===== src/iox_pkg.sv =====
// package for the sixteen-bit serial port expander
package iox_pkg;
  localparam logic [6:0] IOX_ADDR_BASE = 7'h74; // upper address bits
  localparam logic [7:0] IOX_REG_IN0 = 8'h00;
  localparam logic [7:0] IOX_REG_IN1 = 8'h01;
  localparam logic [7:0] IOX_REG_OUT0 = 8'h02;
  localparam logic [7:0] IOX_REG_OUT1 = 8'h03;
  localparam logic [7:0] IOX_REG_POL0 = 8'h04;
  localparam logic [7:0] IOX_REG_POL1 = 8'h05;
  localparam logic [7:0] IOX_REG_CFG0 = 8'h06;
  localparam logic [7:0] IOX_REG_CFG1 = 8'h07;
  localparam logic [7:0] IOX_REG_DRV0 = 8'h40; // 40h..43h drive
  localparam logic [7:0] IOX_REG_LAT0 = 8'h44;
  localparam logic [7:0] IOX_REG_LAT1 = 8'h45;
  localparam logic [7:0] IOX_REG_PEN0 = 8'h46;
  localparam logic [7:0] IOX_REG_PEN1 = 8'h47;
  localparam logic [7:0] IOX_REG_PSEL0 = 8'h48;
  localparam logic [7:0] IOX_REG_PSEL1 = 8'h49;
  localparam logic [7:0] IOX_REG_MSK0 = 8'h4a;
  localparam logic [7:0] IOX_REG_MSK1 = 8'h4b;
  localparam logic [7:0] IOX_REG_IST0 = 8'h4c;
  localparam logic [7:0] IOX_REG_IST1 = 8'h4d;
  localparam logic [7:0] IOX_REG_OCFG = 8'h4f;
  localparam logic [15:0] IOX_RST_OUT = 16'hffff;
  localparam logic [15:0] IOX_RST_POL = 16'h0000;
  localparam logic [15:0] IOX_RST_CFG = 16'hffff;
  localparam logic [31:0] IOX_RST_DRV = 32'hffffffff;
  localparam logic [15:0] IOX_RST_LAT = 16'h0000;
  localparam logic [15:0] IOX_RST_PEN = 16'h0000;
  localparam logic [15:0] IOX_RST_PSEL = 16'hffff;
  localparam logic [15:0] IOX_RST_MSK = 16'hffff;
  localparam logic [1:0] IOX_RST_OCFG = 2'h0;
  localparam int IOX_CLK_HZ = 25000000;
  localparam int IOX_SCL_MAX_HZ = 400000;
  // fewest system cycles per link clock period at top rate
  localparam int IOX_SCL_CYC = IOX_CLK_HZ / IOX_SCL_MAX_HZ;
  // per-pin and per-bank analogue controls handed to the pad ring
  typedef struct packed {
    logic [31:0] drive;   // two bits per pin
    logic [15:0] pull_en;
    logic [15:0] pull_up;
    logic [1:0] open_drain; // one per bank
  } iox_pad_s;
  typedef enum logic [4:0] {
    IOX_IDLE = 5'h01,
    IOX_ADDR = 5'h02,
    IOX_WDAT = 5'h04,
    IOX_RDAT = 5'h08,
    IOX_ACK = 5'h10
  } iox_state_e;
endpackage


===== src/iox_expander.sv =====
// serial slave, register set and pin logic of the port expander
`timescale 1ns/10ps
// Function
// - interrupt when pin differs from input register
// - all interrupts masked after reset
// - power-on reset loads defaults, idles machine
// - low reset pin holds registers and machine
// - two select pins set low address bits
// - all pins inputs, undriven after reset
// - slave handles link clock up to 400kHz
// - bank selects push-pull or open-drain
// - read-only status shows interrupting pin
// - per-pin drive strength, four levels
// - latched change held until input read
// - per-pin pull resistor enable
// - per-pin pull up or down select
// - mask bit stops pin interrupting
// - interrupt open-drain, low while pending
// - eight-bit pairs: config, input, output, polarity
// - pin n maps to bit n of port
// - command byte sets register pointer
// - config one input, zero output
// - polarity one inverts input value
// - input reflects pins, writes ignored
module iox_expander #(
  parameter int PINS = 16
) (
  input wire logic clk,
  input wire logic rst,
  input wire logic reset_n,          // active-low reset pin
  input wire logic addr_sel_bit0,
  input wire logic addr_sel_bit1,
  input wire logic scl_in,
  input wire logic sda_in,
  output logic sda_out,
  output logic sda_oe,
  input wire logic [PINS-1:0] pin_in,
  output logic [PINS-1:0] pin_out,
  output logic [PINS-1:0] pin_oe,
  output iox_pkg::iox_pad_s pad_ctl,
  output logic int_n_out,
  output logic int_n_oe
);
  import iox_pkg::*;

  // two-stage synchronisers for every outside input
  logic [2:0] scl_s, sda_s, rn_s;
  logic [PINS-1:0] pin_s1, pin_s2;
  logic [1:0] as_s1, as_s2; // address select pins, static but off-domain
  always_ff @(posedge clk or posedge rst) begin
    if (rst) begin
      scl_s <= 3'h7;
      sda_s <= 3'h7;
      rn_s <= 3'h0;
      pin_s1 <= '0;
      pin_s2 <= '0;
      as_s1 <= 2'h0;
      as_s2 <= 2'h0;
    end else begin
      scl_s <= {scl_s[1:0], scl_in};
      sda_s <= {sda_s[1:0], sda_in};
      rn_s <= {rn_s[1:0], reset_n};
      pin_s1 <= pin_in;
      pin_s2 <= pin_s1;
      as_s1 <= {addr_sel_bit1, addr_sel_bit0};
      as_s2 <= as_s1;
    end
  end
  // stage 2 and 3 feed logic; stage 1 only feeds stage 2
  wire hold = ~rn_s[1];
  wire scl_rise = scl_s[1] & ~scl_s[2];
  wire scl_fall = ~scl_s[1] & scl_s[2];
  wire start_c = scl_s[1] & sda_s[2] & ~sda_s[1];
  wire stop_c = scl_s[1] & ~sda_s[2] & sda_s[1];
  // registers
  logic [15:0] out_r, pol_r, cfg_r, lat_r, pen_r, psel_r, msk_r;
  logic [31:0] drv_r;
  logic [1:0] ocfg_r;
  logic [15:0] in_r;     // input port register
  logic [15:0] ist_r;    // interrupt status
  logic [7:0] ptr_r;
  iox_state_e st_r;
  logic [7:0] sh_r;
  logic [3:0] bit_r;
  logic rw_r, first_r, ack_ok_r, sda_oe_r, sda_out_r, mack_r;

  // effective input value after polarity inversion
  wire [15:0] pin_val = pin_s2 ^ pol_r;
  wire [15:0] diff = pin_val ^ in_r;
  // read of input register clears latch and interrupt (byte granularity)
  logic rd_in0, rd_in1;
  wire [15:0] rd_in = {{8{rd_in1}}, {8{rd_in0}}};
  // latched bits keep their captured value until read
  wire [15:0] lat_keep = lat_r & ist_r & ~rd_in;
  // unmasked plain bits keep the last read level as the reference
  wire [15:0] ref_keep = ~msk_r & ~lat_r & ~rd_in;
  wire [15:0] in_keep = lat_keep | ref_keep;
  wire [15:0] in_nxt_w = (in_keep & in_r) | (~in_keep & pin_val);
  // what a read returns: captured value for pending latches, else live
  wire [15:0] in_view = (lat_r & ist_r & in_r)
    | (~(lat_r & ist_r) & pin_val);
  // register read mux
  function automatic logic [7:0] rd_byte(input logic [7:0] a);
    case (a)
      IOX_REG_IN0: rd_byte = in_view[7:0];
      IOX_REG_IN1: rd_byte = in_view[15:8];
      IOX_REG_OUT0: rd_byte = out_r[7:0];
      IOX_REG_OUT1: rd_byte = out_r[15:8];
      IOX_REG_POL0: rd_byte = pol_r[7:0];
      IOX_REG_POL1: rd_byte = pol_r[15:8];
      IOX_REG_CFG0: rd_byte = cfg_r[7:0];
      IOX_REG_CFG1: rd_byte = cfg_r[15:8];
      8'h40: rd_byte = drv_r[7:0];
      8'h41: rd_byte = drv_r[15:8];
      8'h42: rd_byte = drv_r[23:16];
      8'h43: rd_byte = drv_r[31:24];
      IOX_REG_LAT0: rd_byte = lat_r[7:0];
      IOX_REG_LAT1: rd_byte = lat_r[15:8];
      IOX_REG_PEN0: rd_byte = pen_r[7:0];
      IOX_REG_PEN1: rd_byte = pen_r[15:8];
      IOX_REG_PSEL0: rd_byte = psel_r[7:0];
      IOX_REG_PSEL1: rd_byte = psel_r[15:8];
      IOX_REG_MSK0: rd_byte = msk_r[7:0];
      IOX_REG_MSK1: rd_byte = msk_r[15:8];
      IOX_REG_IST0: rd_byte = ist_r[7:0];
      IOX_REG_IST1: rd_byte = ist_r[15:8];
      IOX_REG_OCFG: rd_byte = {6'h00, ocfg_r};
      default: rd_byte = 8'h00;
    endcase
  endfunction

  // pointer advance within a pair, as the pair protocol expects
  function automatic logic [7:0] ptr_inc(input logic [7:0] a);
    ptr_inc = {a[7:1], ~a[0]};
  endfunction

  // own address: fixed upper bits plus select pins
  wire [6:0] my_addr = {IOX_ADDR_BASE[6:2], as_s2};
  // byte at the pointer and at the next pointer, for read launches
  wire [7:0] rd_cur = rd_byte(ptr_r);
  wire [7:0] rd_nx = rd_byte(ptr_inc(ptr_r));
  wire byte_done = scl_rise & (bit_r == 4'h7);
  wire [7:0] sh_nxt = {sh_r[6:0], sda_s[1]};
  wire wr_stb = (st_r == IOX_WDAT) & byte_done & ~first_r;
  wire [7:0] wa = ptr_r;

  // serial slave machine: sampled on link clock edges
  always_ff @(posedge clk or posedge rst) begin
    if (rst) begin
      st_r <= IOX_IDLE;
      sh_r <= 8'h00;
      bit_r <= 4'h0;
      rw_r <= 1'b0;
      first_r <= 1'b0;
      ack_ok_r <= 1'b0;
      sda_oe_r <= 1'b0;
      sda_out_r <= 1'b1;
      mack_r <= 1'b0;
      ptr_r <= 8'h00;
      rd_in0 <= 1'b0;
      rd_in1 <= 1'b0;
    end else if (hold) begin
      st_r <= IOX_IDLE;
      sda_oe_r <= 1'b0;
      bit_r <= 4'h0;
      rd_in0 <= 1'b0;
      rd_in1 <= 1'b0;
    end else begin
      rd_in0 <= 1'b0;
      rd_in1 <= 1'b0;
      if (stop_c) begin
        st_r <= IOX_IDLE;
        sda_oe_r <= 1'b0;
      end else if (start_c) begin
        st_r <= IOX_ADDR;
        bit_r <= 4'h0;
        sda_oe_r <= 1'b0;
      end else begin
        case (st_r)
          IOX_IDLE: sda_oe_r <= 1'b0;
          IOX_ADDR, IOX_WDAT: begin
            if (scl_rise) begin
              sh_r <= sh_nxt;
              bit_r <= bit_r + 4'h1;
            end
            if (byte_done) begin
              if (st_r == IOX_ADDR) begin
                ack_ok_r <= (sh_nxt[7:1] == my_addr);
                rw_r <= sh_nxt[0];
                first_r <= ~sh_nxt[0];
              end else begin
                ack_ok_r <= 1'b1;
                first_r <= 1'b0;
                if (first_r) ptr_r <= sh_nxt;
                else ptr_r <= ptr_inc(ptr_r);
              end
              st_r <= IOX_ACK;
            end
          end
          IOX_ACK: begin
            // drive ack after falling edge; after the next one release, or for a read drive the first data bit
            if (scl_fall & ~sda_oe_r & bit_r == 4'h8) begin
              sda_oe_r <= ack_ok_r;
              sda_out_r <= 1'b0;
              bit_r <= 4'h9;
            end else if (scl_fall & bit_r == 4'h9) begin
              bit_r <= 4'h0;
              if (!ack_ok_r) st_r <= IOX_IDLE;
              else if (rw_r) begin
                st_r <= IOX_RDAT;
                sh_r <= rd_cur;
                sda_oe_r <= 1'b1;
                sda_out_r <= rd_cur[7];
                rd_in0 <= (ptr_r == IOX_REG_IN0);
                rd_in1 <= (ptr_r == IOX_REG_IN1);
              end else begin
                st_r <= IOX_WDAT;
                sda_oe_r <= 1'b0;
              end
            end
          end
          IOX_RDAT: begin
            if (scl_rise) begin
              bit_r <= bit_r + 4'h1;
              if (bit_r == 4'h8) mack_r <= ~sda_s[1];
            end
            if (scl_fall) begin
              if (bit_r < 4'h8) begin
                sh_r <= {sh_r[6:0], 1'b0};
                sda_out_r <= sh_r[6];
              end else if (bit_r == 4'h8) sda_oe_r <= 1'b0; // master acks
              else if (bit_r == 4'h9) begin
                bit_r <= 4'h0;
                if (mack_r) begin
                  ptr_r <= ptr_inc(ptr_r);
                  sh_r <= rd_nx;
                  sda_oe_r <= 1'b1;
                  sda_out_r <= rd_nx[7];
                  rd_in0 <= (ptr_inc(ptr_r) == IOX_REG_IN0);
                  rd_in1 <= (ptr_inc(ptr_r) == IOX_REG_IN1);
                end else st_r <= IOX_IDLE;
              end
            end
          end
          default: st_r <= IOX_IDLE;
        endcase
      end
    end
  end

  // configuration registers, written from the link
  always_ff @(posedge clk or posedge rst) begin
    if (rst) begin
      out_r <= IOX_RST_OUT;
      pol_r <= IOX_RST_POL;
      cfg_r <= IOX_RST_CFG;
      drv_r <= IOX_RST_DRV;
      lat_r <= IOX_RST_LAT;
      pen_r <= IOX_RST_PEN;
      psel_r <= IOX_RST_PSEL;
      msk_r <= IOX_RST_MSK;
      ocfg_r <= IOX_RST_OCFG;
    end else if (hold) begin
      out_r <= IOX_RST_OUT;
      pol_r <= IOX_RST_POL;
      cfg_r <= IOX_RST_CFG;
      drv_r <= IOX_RST_DRV;
      lat_r <= IOX_RST_LAT;
      pen_r <= IOX_RST_PEN;
      psel_r <= IOX_RST_PSEL;
      msk_r <= IOX_RST_MSK;
      ocfg_r <= IOX_RST_OCFG;
    end else if (wr_stb) begin
      // input and status addresses fall to default: writes ignored
      case (wa)
        IOX_REG_OUT0: out_r[7:0] <= sh_nxt;
        IOX_REG_OUT1: out_r[15:8] <= sh_nxt;
        IOX_REG_POL0: pol_r[7:0] <= sh_nxt;
        IOX_REG_POL1: pol_r[15:8] <= sh_nxt;
        IOX_REG_CFG0: cfg_r[7:0] <= sh_nxt;
        IOX_REG_CFG1: cfg_r[15:8] <= sh_nxt;
        8'h40: drv_r[7:0] <= sh_nxt;
        8'h41: drv_r[15:8] <= sh_nxt;
        8'h42: drv_r[23:16] <= sh_nxt;
        8'h43: drv_r[31:24] <= sh_nxt;
        IOX_REG_LAT0: lat_r[7:0] <= sh_nxt;
        IOX_REG_LAT1: lat_r[15:8] <= sh_nxt;
        IOX_REG_PEN0: pen_r[7:0] <= sh_nxt;
        IOX_REG_PEN1: pen_r[15:8] <= sh_nxt;
        IOX_REG_PSEL0: psel_r[7:0] <= sh_nxt;
        IOX_REG_PSEL1: psel_r[15:8] <= sh_nxt;
        IOX_REG_MSK0: msk_r[7:0] <= sh_nxt;
        IOX_REG_MSK1: msk_r[15:8] <= sh_nxt;
        IOX_REG_OCFG: ocfg_r <= sh_nxt[1:0];
        default: ;
      endcase
    end
  end

  // input register and interrupt status; read clear of a latched bit wins over a new change
  always_ff @(posedge clk or posedge rst) begin
    if (rst) begin
      in_r <= 16'h0000;
      ist_r <= 16'h0000;
    end else if (hold) begin
      in_r <= pin_val;
      ist_r <= 16'h0000;
    end else begin
      in_r <= in_nxt_w;
      // status marks unmasked pins that changed; latched bits cleared on read, plain bits on match
      // a latched read reloads the reference, so its old mismatch is no set
      ist_r <= (diff & ~msk_r & ~(rd_in & lat_r))
        | (ist_r & ~rd_in & lat_r & ~msk_r)
        | (ist_r & diff & ~msk_r & ~lat_r);
    end
  end

  // pin drivers: push-pull drives both levels, open-drain only low
  wire [15:0] od_w = {{8{ocfg_r[1]}}, {8{ocfg_r[0]}}};
  assign pin_out = out_r;
  assign pin_oe = ~cfg_r & ~(od_w & out_r);
  assign pad_ctl = '{drive: drv_r, pull_en: pen_r, pull_up: psel_r,
    open_drain: ocfg_r};
  assign sda_out = sda_out_r;
  assign sda_oe = sda_oe_r & ~sda_out_r;
  // open-drain interrupt: only ever pulls low
  assign int_n_out = 1'b0;
  assign int_n_oe = |ist_r;

  a_int_masked: assert property (@(posedge clk) disable iff (rst)
    (msk_r == 16'hffff) |=> !int_n_oe)
    else $error("interrupt while all masked");
  a_cfg_input: assert property (@(posedge clk) disable iff (rst)
    (pin_oe & cfg_r) == 16'h0000)
    else $error("input pin driven");
  a_hold_idle: assert property (@(posedge clk) disable iff (rst)
    hold |=> (st_r == IOX_IDLE) && (cfg_r == IOX_RST_CFG))
    else $error("reset pin not holding");
  a_int_cause: assert property (@(posedge clk) disable iff (rst)
    (|(diff & ~msk_r & ~(rd_in & lat_r)) && !hold) |=> int_n_oe)
    else $error("change not flagged");
  a_sda_low: assert property (@(posedge clk) disable iff (rst)
    sda_oe |-> (st_r == IOX_ACK || st_r == IOX_RDAT))
    else $error("sda driven outside ack or read");
  a_od_bank: assert property (@(posedge clk) disable iff (rst)
    (pin_oe & pin_out & od_w) == 16'h0000)
    else $error("open-drain pin driven high");
endmodule // iox_expander


===== config.mk =====
export PLATFORM = sky130hd
export DESIGN_NAME = iox_expander
export DESIGN_NICKNAME = d
export VERILOG_FILES = /design/src/iox_pkg.sv /design/src/iox_expander.sv
export SDC_FILE = /design/constraint.sdc
export NUM_CORES = 1
export LEC_CHECK = 0
export BUFFER_PORTS_ARGS = -buffer_cell sky130_fd_sc_hd__buf_4
export CORE_UTILIZATION = 40
export DETAILED_ROUTE_END_ITERATION = 10
export PLACE_DENSITY_LB_ADDON = 0.08
export SLEW_MARGIN = 10
export SYNTH_ARGS = -nofsm -noshare
export SYNTH_HDL_FRONTEND = slang
export SYNTH_SLANG_ARGS = --single-unit

===== constraint.sdc =====
create_clock -name clk -period 18.59 [get_ports clk]
set_clock_uncertainty 0.1 [all_clocks]
set_input_delay 0.9295 -clock clk [delete_from_list [all_inputs] [get_ports clk]]
set_output_delay 0.9295 -clock clk [all_outputs]
set_load 0.02 [all_outputs]

==> results of run 1 <==
flip-flops by register name, summed over array words and instances, names as in the netlist, 2 cells and up, named ones only:
name,cells
drv_r,32
ist_r,16
pin_s2,16
pin_out,16
cfg_r,16
as_s2,2
pen_r,16
sh_r,7
psel_r,16
sda_s,3
ocfg_r,2
bit_r,4
lat_r,16
rn_s,2
msk_r,16
pol_r,16
ptr_r,8
pin_s1,16
as_s1,2
st_r,5
scl_s,3
worst register-to-register path, delay by kind of cell (launching register included):
| kind | cells | cell delay, ns |
|---|---|---|
| mux | 1 | 0.30 |
| flops | 1 | 0.73 |
| simple gates | 4 | 2.34 |
Yosys cell counts, types with 9 or more instances:
master      n  area, µm²
nor2_1     37        139
dfstp_2   104       2730
a222oi_1   13        130
a221oi_1   18        158
nand3_1    62        310
mux2_2     33        372
o21ai_0    41        205
nand4_1    23        144
a21oi_1    42        210
nor3_1      9       45.0
xnor2_1    19        166
mux2i_1   174       1740
nand2_1   186        698
nand2b_1   27        169
inv_1      10       37.5
nor2b_1    63        394
and3_1     12       75.1
a32oi_1    14        123
dfrtp_1   150       3750
clkbuf_1   79        297
a22o_1     18        158
xor2_1     16        140
buf_2      24        120
nor4_1     18        113
a22oi_1    44        330
nor2_2     11       68.8
cell type report:
class                           instances  share of cell area (%)
Multi-Input combinational cell       1067                    44.7
Tap cell                              461                    3.39
Clock inverter                         22                    2.08
Clock buffer                           34                    4.74
Inverter                               10                   0.264
Timing Repair Buffer                  153                    6.74
Sequential cell                       254                    38.1
through the flow:
step / power, mW / instance area (µm²) / worst slack, ns
3_5_place_dp: 0.671 / 15900 / 15.10
3_3_place_gp: 0.671 / 15900 / 15.04
6_report: 1.35 / 17000 / 15.01
5_1_grt: 1.39 / 17000 / 14.96
4_1_cts: 1.36 / 17000 / 15.08
2_1_floorplan: 0.638 / 14600 / 10.75
cells by family (layout without fill, tap and decap cells):
logic type               after synthesis  after routing  share of synthesized area [%]
multiplexers                         208            208                           14.7
AND/OR/NAND/NOR                      518            518                           19.3
AO/OA/AOI/OAI                        302            302                           15.5
adder cells (fa/ha/maj)                3              3                          0.258
other                                  1              1                         0.0258
XOR/XNOR                              35             35                           2.11
buffers and inverters                123            219                           3.59
flip-flops                           254            254                           44.6
report_power, final:
part / leakage, nW / internal (mW) / switching [mW]
registers: 3.06 / 0.562 / 0.00674
clock network: 0.565 / 0.437 / 0.250
logic: 2.95 / 0.0314 / 0.0631
metal layers:
metal | part of all wire [%] | vias to the layer above | wire length (µm) | GRT usage (%)
li1 | - | 5524 | - | -
met1 | 47 | 6636 | 29700 | 51.9
met2 | 40 | 736 | 25400 | 46.7
met3 | 9.1 | 136 | 5770 | 7.09
met4 | 3.7 | 0 | 2360 | 12.3
met5 | 0 | - | 0 | 0
final timing paths:
| check | end | cells past startpoint | slack (ns) |
|---|---|---|---|
| setup / recovery | lat_r[6] | 5 | 15.01 |
| hold / removal | pin_s2[7] | 0 | 0.24 |
| setup reg to reg | lat_r[6] | 5 | 15.01 |
| hold reg to reg | pin_s2[7] | 0 | 0.24 |
| max in group asynchronous | asynchronous set/reset pin | 4 | 16.06 |
| min in group asynchronous | pen_r[7] | 2 | 0.32 |
==> qor.txt, run 1 <==
Status = complete, but fails checks
Failing checks = DRC
Clock buffer count from CTS = 30
Finished Core Util = 47.8%
Routed wire per std cell = 31.6 µm
Most used cells in the layout excluding fill and tap cells = nand2_1 (186), mux2i_1 (174), buf_4 (153), dfrtp_1 (149), dfstp_2 (104)
Post-cts resize count = 0
Htree depth = 1
Max-slew headroom = 23.3%
Clk_lat worst skew = 0.58 ns
# diodes = 0
Area of the multi-input gates = 7610 µm²
Ys flop type = dfrtp_1
Yosys warns = 0
Total global routing overflow = 0
Tcrit/Tclk final = 19.2%
Vias = 13.0k
Async SR Flop Fraction = 100%
Postcts setup bufs = 0
RSZ-0062 raised after global routing = false
Filler cell count = 3315
Fin. max-slew vios = 0
Total track usage = 34.1%
Post-synth EDFFs = 0
HPWL Detailed = 44700 µm
Vias in the first global route = 12.2k
Critical path arrival = 3.93 ns
Non-filler cells in the finished layout = 2001
Most used cell, CP = nor2b_1
P_leak = 6.58 nW
CP Cell Sequence = nor4b_4 -> and2_1 -> nor2b_1 -> mux2i_1 -> nor2b_1
Syn Std Cell Area = 14600 µm²
Mapped Cells = 1444
Worst r2r src = ptr_r[7]
DR iter-0 viols = 1523
Slowest CP cell = nor4b_4
GP Congestion = 0.967
Largest net degree at the start of global routing = 89
Critical path peak fanout = 22
NumNets Final = 1542
Top cell family by delay on the critical path = simple AND/OR/NAND/NOR gates
Final WL = 63300 µm
DRC viols = 4
Max-Cap Viols = 0
Initial Util = 40.8%
Critical Path Source = ptr_r[7]
Syn_nets = 1470
Fmax = 279 MHz
Register area = 6490 µm²
Hold Crit Start = pin_s1[7]
Min Hold Slack = 0.242 ns
Sinks on Clock Net = 254
Avg Inst Size Synth = 10.1 µm²
WP buf/inv = 0
Core area = 35700 µm²
Sequential cell area fraction in the yosys report = 44.6%
Site row count = 69
Layout area overhead = 17.1%
Die width = 193 µm
Startpoint types = flip-flop
Synth cell types = 89
DIE AREA = 37100 µm²
TritonCTS clock tree = built
First-pass GRT wire length = 90400 µm
Vias per cell = 6.51
First-pass iteration count of the detailed router = 9
Fraction of layout cells with a size suffix above 1 = 25.0%
Register bit total from synthesis = 254
Die Ht = 193 µm
Worst setup path class = reg2reg
PortBufs = 123
Hold crit path type = reg2reg
Crit path required time = 18.94 ns
Sum of negative setup slack = 0 ns
Io pins = 125
Post-Place Cells = 1945
Initial antenna violation count = 0
Root buffer cell = clkbuf_16
DRT antenna net count = 0
Reg clk slew, reported paths = 0.06 ns
Tmin final = 3.58 ns
Critical Path Sink Type = flip-flop
VDD IR-drop max = 0.0000751 V
Final hold vios = 0
Worst path max stage delay = 0.83 ns
Slew @ Worst Pin = 1.15 ns
CTS Hold Bufs = 0
Commonest non-fill, non-tap cell in the layout = nand2_1
PD cells = 79.3 nW/µm²
Setup-failing EPs final = 0
Clk buf depth = 3
(Power assumes the default switching activity.)
==> inputs of run 2 (changes only) <==
Clock period 18.59 ns to 3.31 ns, I/O delays scaled along.
==> qor.txt, run 2 (synthesis gave the netlist of run 1 again) <==
Reg2Reg Depth = 7 (+2)
Io pins = 125 (unchanged)
TritonCTS clock tree = built
Tmin final = 3.05 ns (-0.525 ns)
Clock buffer count from CTS = 29 (-3.3%)
Largest net degree at the start of global routing = 87 (-2.2%)
Slew @ Worst Pin = 0.951 ns (-0.200 ns)
DIE AREA = 37100 µm² (unchanged)
Fmax = 327 MHz (+17%)
Startpoint types = flip-flop
Core area = 35700 µm² (unchanged)
GP Congestion = 0.995 (+2.8%)
Sum of negative setup slack = 0 ns (unchanged)
Internal reg-to-reg setup slack = 0.26 ns (-14.76 ns)
Max reg flops = 32 (unchanged)
Root buffer cell = clkbuf_16
DRC viols = 4 (unchanged)
Critical path peak fanout = 17 (-23%)
Failing checks = DRC
Htree depth = 1 (unchanged)
Clk_lat worst skew = 0.58 ns (about the same)
Max-slew headroom = 36.5% (+13 points)
Crit path required time = 3.63 ns (-15.31 ns)
DRT antenna net count = 0 (unchanged)
Routed wire per std cell = 31.4 µm (-0.77%)
Hold Crit Start = pin_in[2]
Worst r2r src = ptr_r[7]
Hold crit path type = in2reg
Reg clk slew, reported paths = 0.07 ns (about the same)
Fraction of layout cells with a size suffix above 1 = 28.5% (+3.5 points)
Clk buf depth = 3 (unchanged)
Initial Util = 40.8% (unchanged)
Die Ht = 193 µm (unchanged)
Top reg by flops = drv_r
PortBufs = 123 (unchanged)
Status = complete, but fails checks
PD cells = 405 nW/µm² (+410%)
Total power = 7.25 mW (+440%)
Max-Cap Viols = 0 (unchanged)
Worst setup path class = reg2reg
Critical Path Sink Type = flip-flop
GRT Max-Usage Layer = met1
Vias = 13.5k (+3.9%)
Total global routing overflow = 0 (unchanged)
Commonest non-fill, non-tap cell in the layout = buf_4
NumNets Final = 1655 (+7.3%)
DR iter-0 viols = 1676 (+10%)
Hold path endpoint = pin_s1[2]
First-pass iteration count of the detailed router = 8 (-1)
RSZ-0062 raised after global routing = false
Site row count = 69 (unchanged)
Hold depth = 2 (+2)
Vias in the first global route = 12.9k (+5.5%)
Final instance area = 17900 µm² (+5.0%)
Postcts setup bufs = 0 (unchanged)
First-pass GRT wire length = 94600 µm (+4.7%)
Initial antenna violation count = 0 (unchanged)
Met1 Usage GRT = 54.5% (+2.6 points)
P_leak = 7.11 nW (+8.1%)
Met2 usage = 50.9% (+4.2 points)
Sinks on Clock Net = 254 (unchanged)
VDD IR-drop max = 0.000339 V (+350%)
# diodes = 0 (unchanged)
Layout area overhead = 22.9%
Final WL = 66200 µm (+4.7%)
Post-place instance area = 16700 µm² (+4.9%)
Setup-failing EPs final = 0 (unchanged)
RR Endpoint = sh_r[4]
Vias per cell = 6.41 (-1.6%)
Critical path arrival = 3.38 ns (-0.55 ns)
Final hold vios = 0 (unchanged)
Most used cells in the layout excluding fill and tap cells = buf_4 (238), nand2_1 (186), mux2i_1 (174), dfrtp_1 (148), dfstp_2 (104)
Die width = 193 µm (unchanged)
Tcrit/Tclk final = 92.2% (+73 points)
Fin. max-slew vios = 0 (unchanged)
Routing usage on met3 = 7.27% (+0.18 points)
HPWL Detailed = 48500 µm (+8.5%)
Total track usage = 35.9% (+1.8 points)
## run 2: cell count changes in the layout (fill, tap and decap cells not counted), sizes merged
| cell | before | now |
|---|---|---|
| clkbuf | 34 | 42 |
| clkinvlp | 3 | 1 |
| buf | 153 | 245 |
| clkinv | 9 | 5 |
| dlygate4sd3 | 0 | 22 |
| bufinv | 9 | 4 |
## run 2: how the worst max path moves through the flow
stage / from / endpoint / depth (start not counted)
after floorplan: rst / asynchronous set/reset pin / 1
after global placement: ptr_r[7] / sh_r[4] / 7
after detailed placement: ptr_r[1] / sh_r[4] / 8
after CTS: ptr_r[7] / sh_r[4] / 7
after global routing: ptr_r[7] / sh_r[4] / 7
final: ptr_r[7] / sh_r[4] / 7
## run 2: repair_timing
item                      CTS  global route
hold buffers               22             0
gates resized for setup     0             0
hold endpoints to repair   32             0
## run 2: area by class of cell
class                      instances  area [µm²]
clock inverter                    11         166
sequential                       254        6490
timing repair buffer             267        2150
clock buffer                      42         845
inverter                          10        41.3
tap                              461         577
fill                            3342       17800
multi-input combinational       1067        7620
## run 2: power by group
group          switching [mW]  leakage [nW]  internal [mW]
logic                   0.382          3.55          0.238
registers              0.0469          3.06           3.16
clock network            1.35         0.500           2.08
## run 2: metal layers
metal	vias up	part of all wire, %
li1	5739	-
met1	6893	46
met2	791	41
met3	113	9.4
met4	0	3.0
met5	-	0
## run 2: stage by stage
step | cells | utilization [%] | hold WS, ns | setup WS (ns)
floorplan | 1444 | - | 0.0700 | -0.214
global placement | 2037 | 46.7 | 0.174 | 0.391
detailed placement | 2037 | 46.7 | 0.175 | 0.404
CTS | 2112 | 50.2 | 0.116 | 0.388
global route | 2112 | 50.2 | 0.131 | 0.145
finish | 2112 | 50.2 | 0.138 | 0.257
## run 2: worst max-delay path, cell delays in order (launching register included)
cell and delay [ns]:
dfrtp_1 0.77, or4_1 0.60, nor2_1 0.14, buf_4 0.19, a222oi_1 0.57, nand4_1 0.16, nor3_1 0.22, o311ai_0 0.14
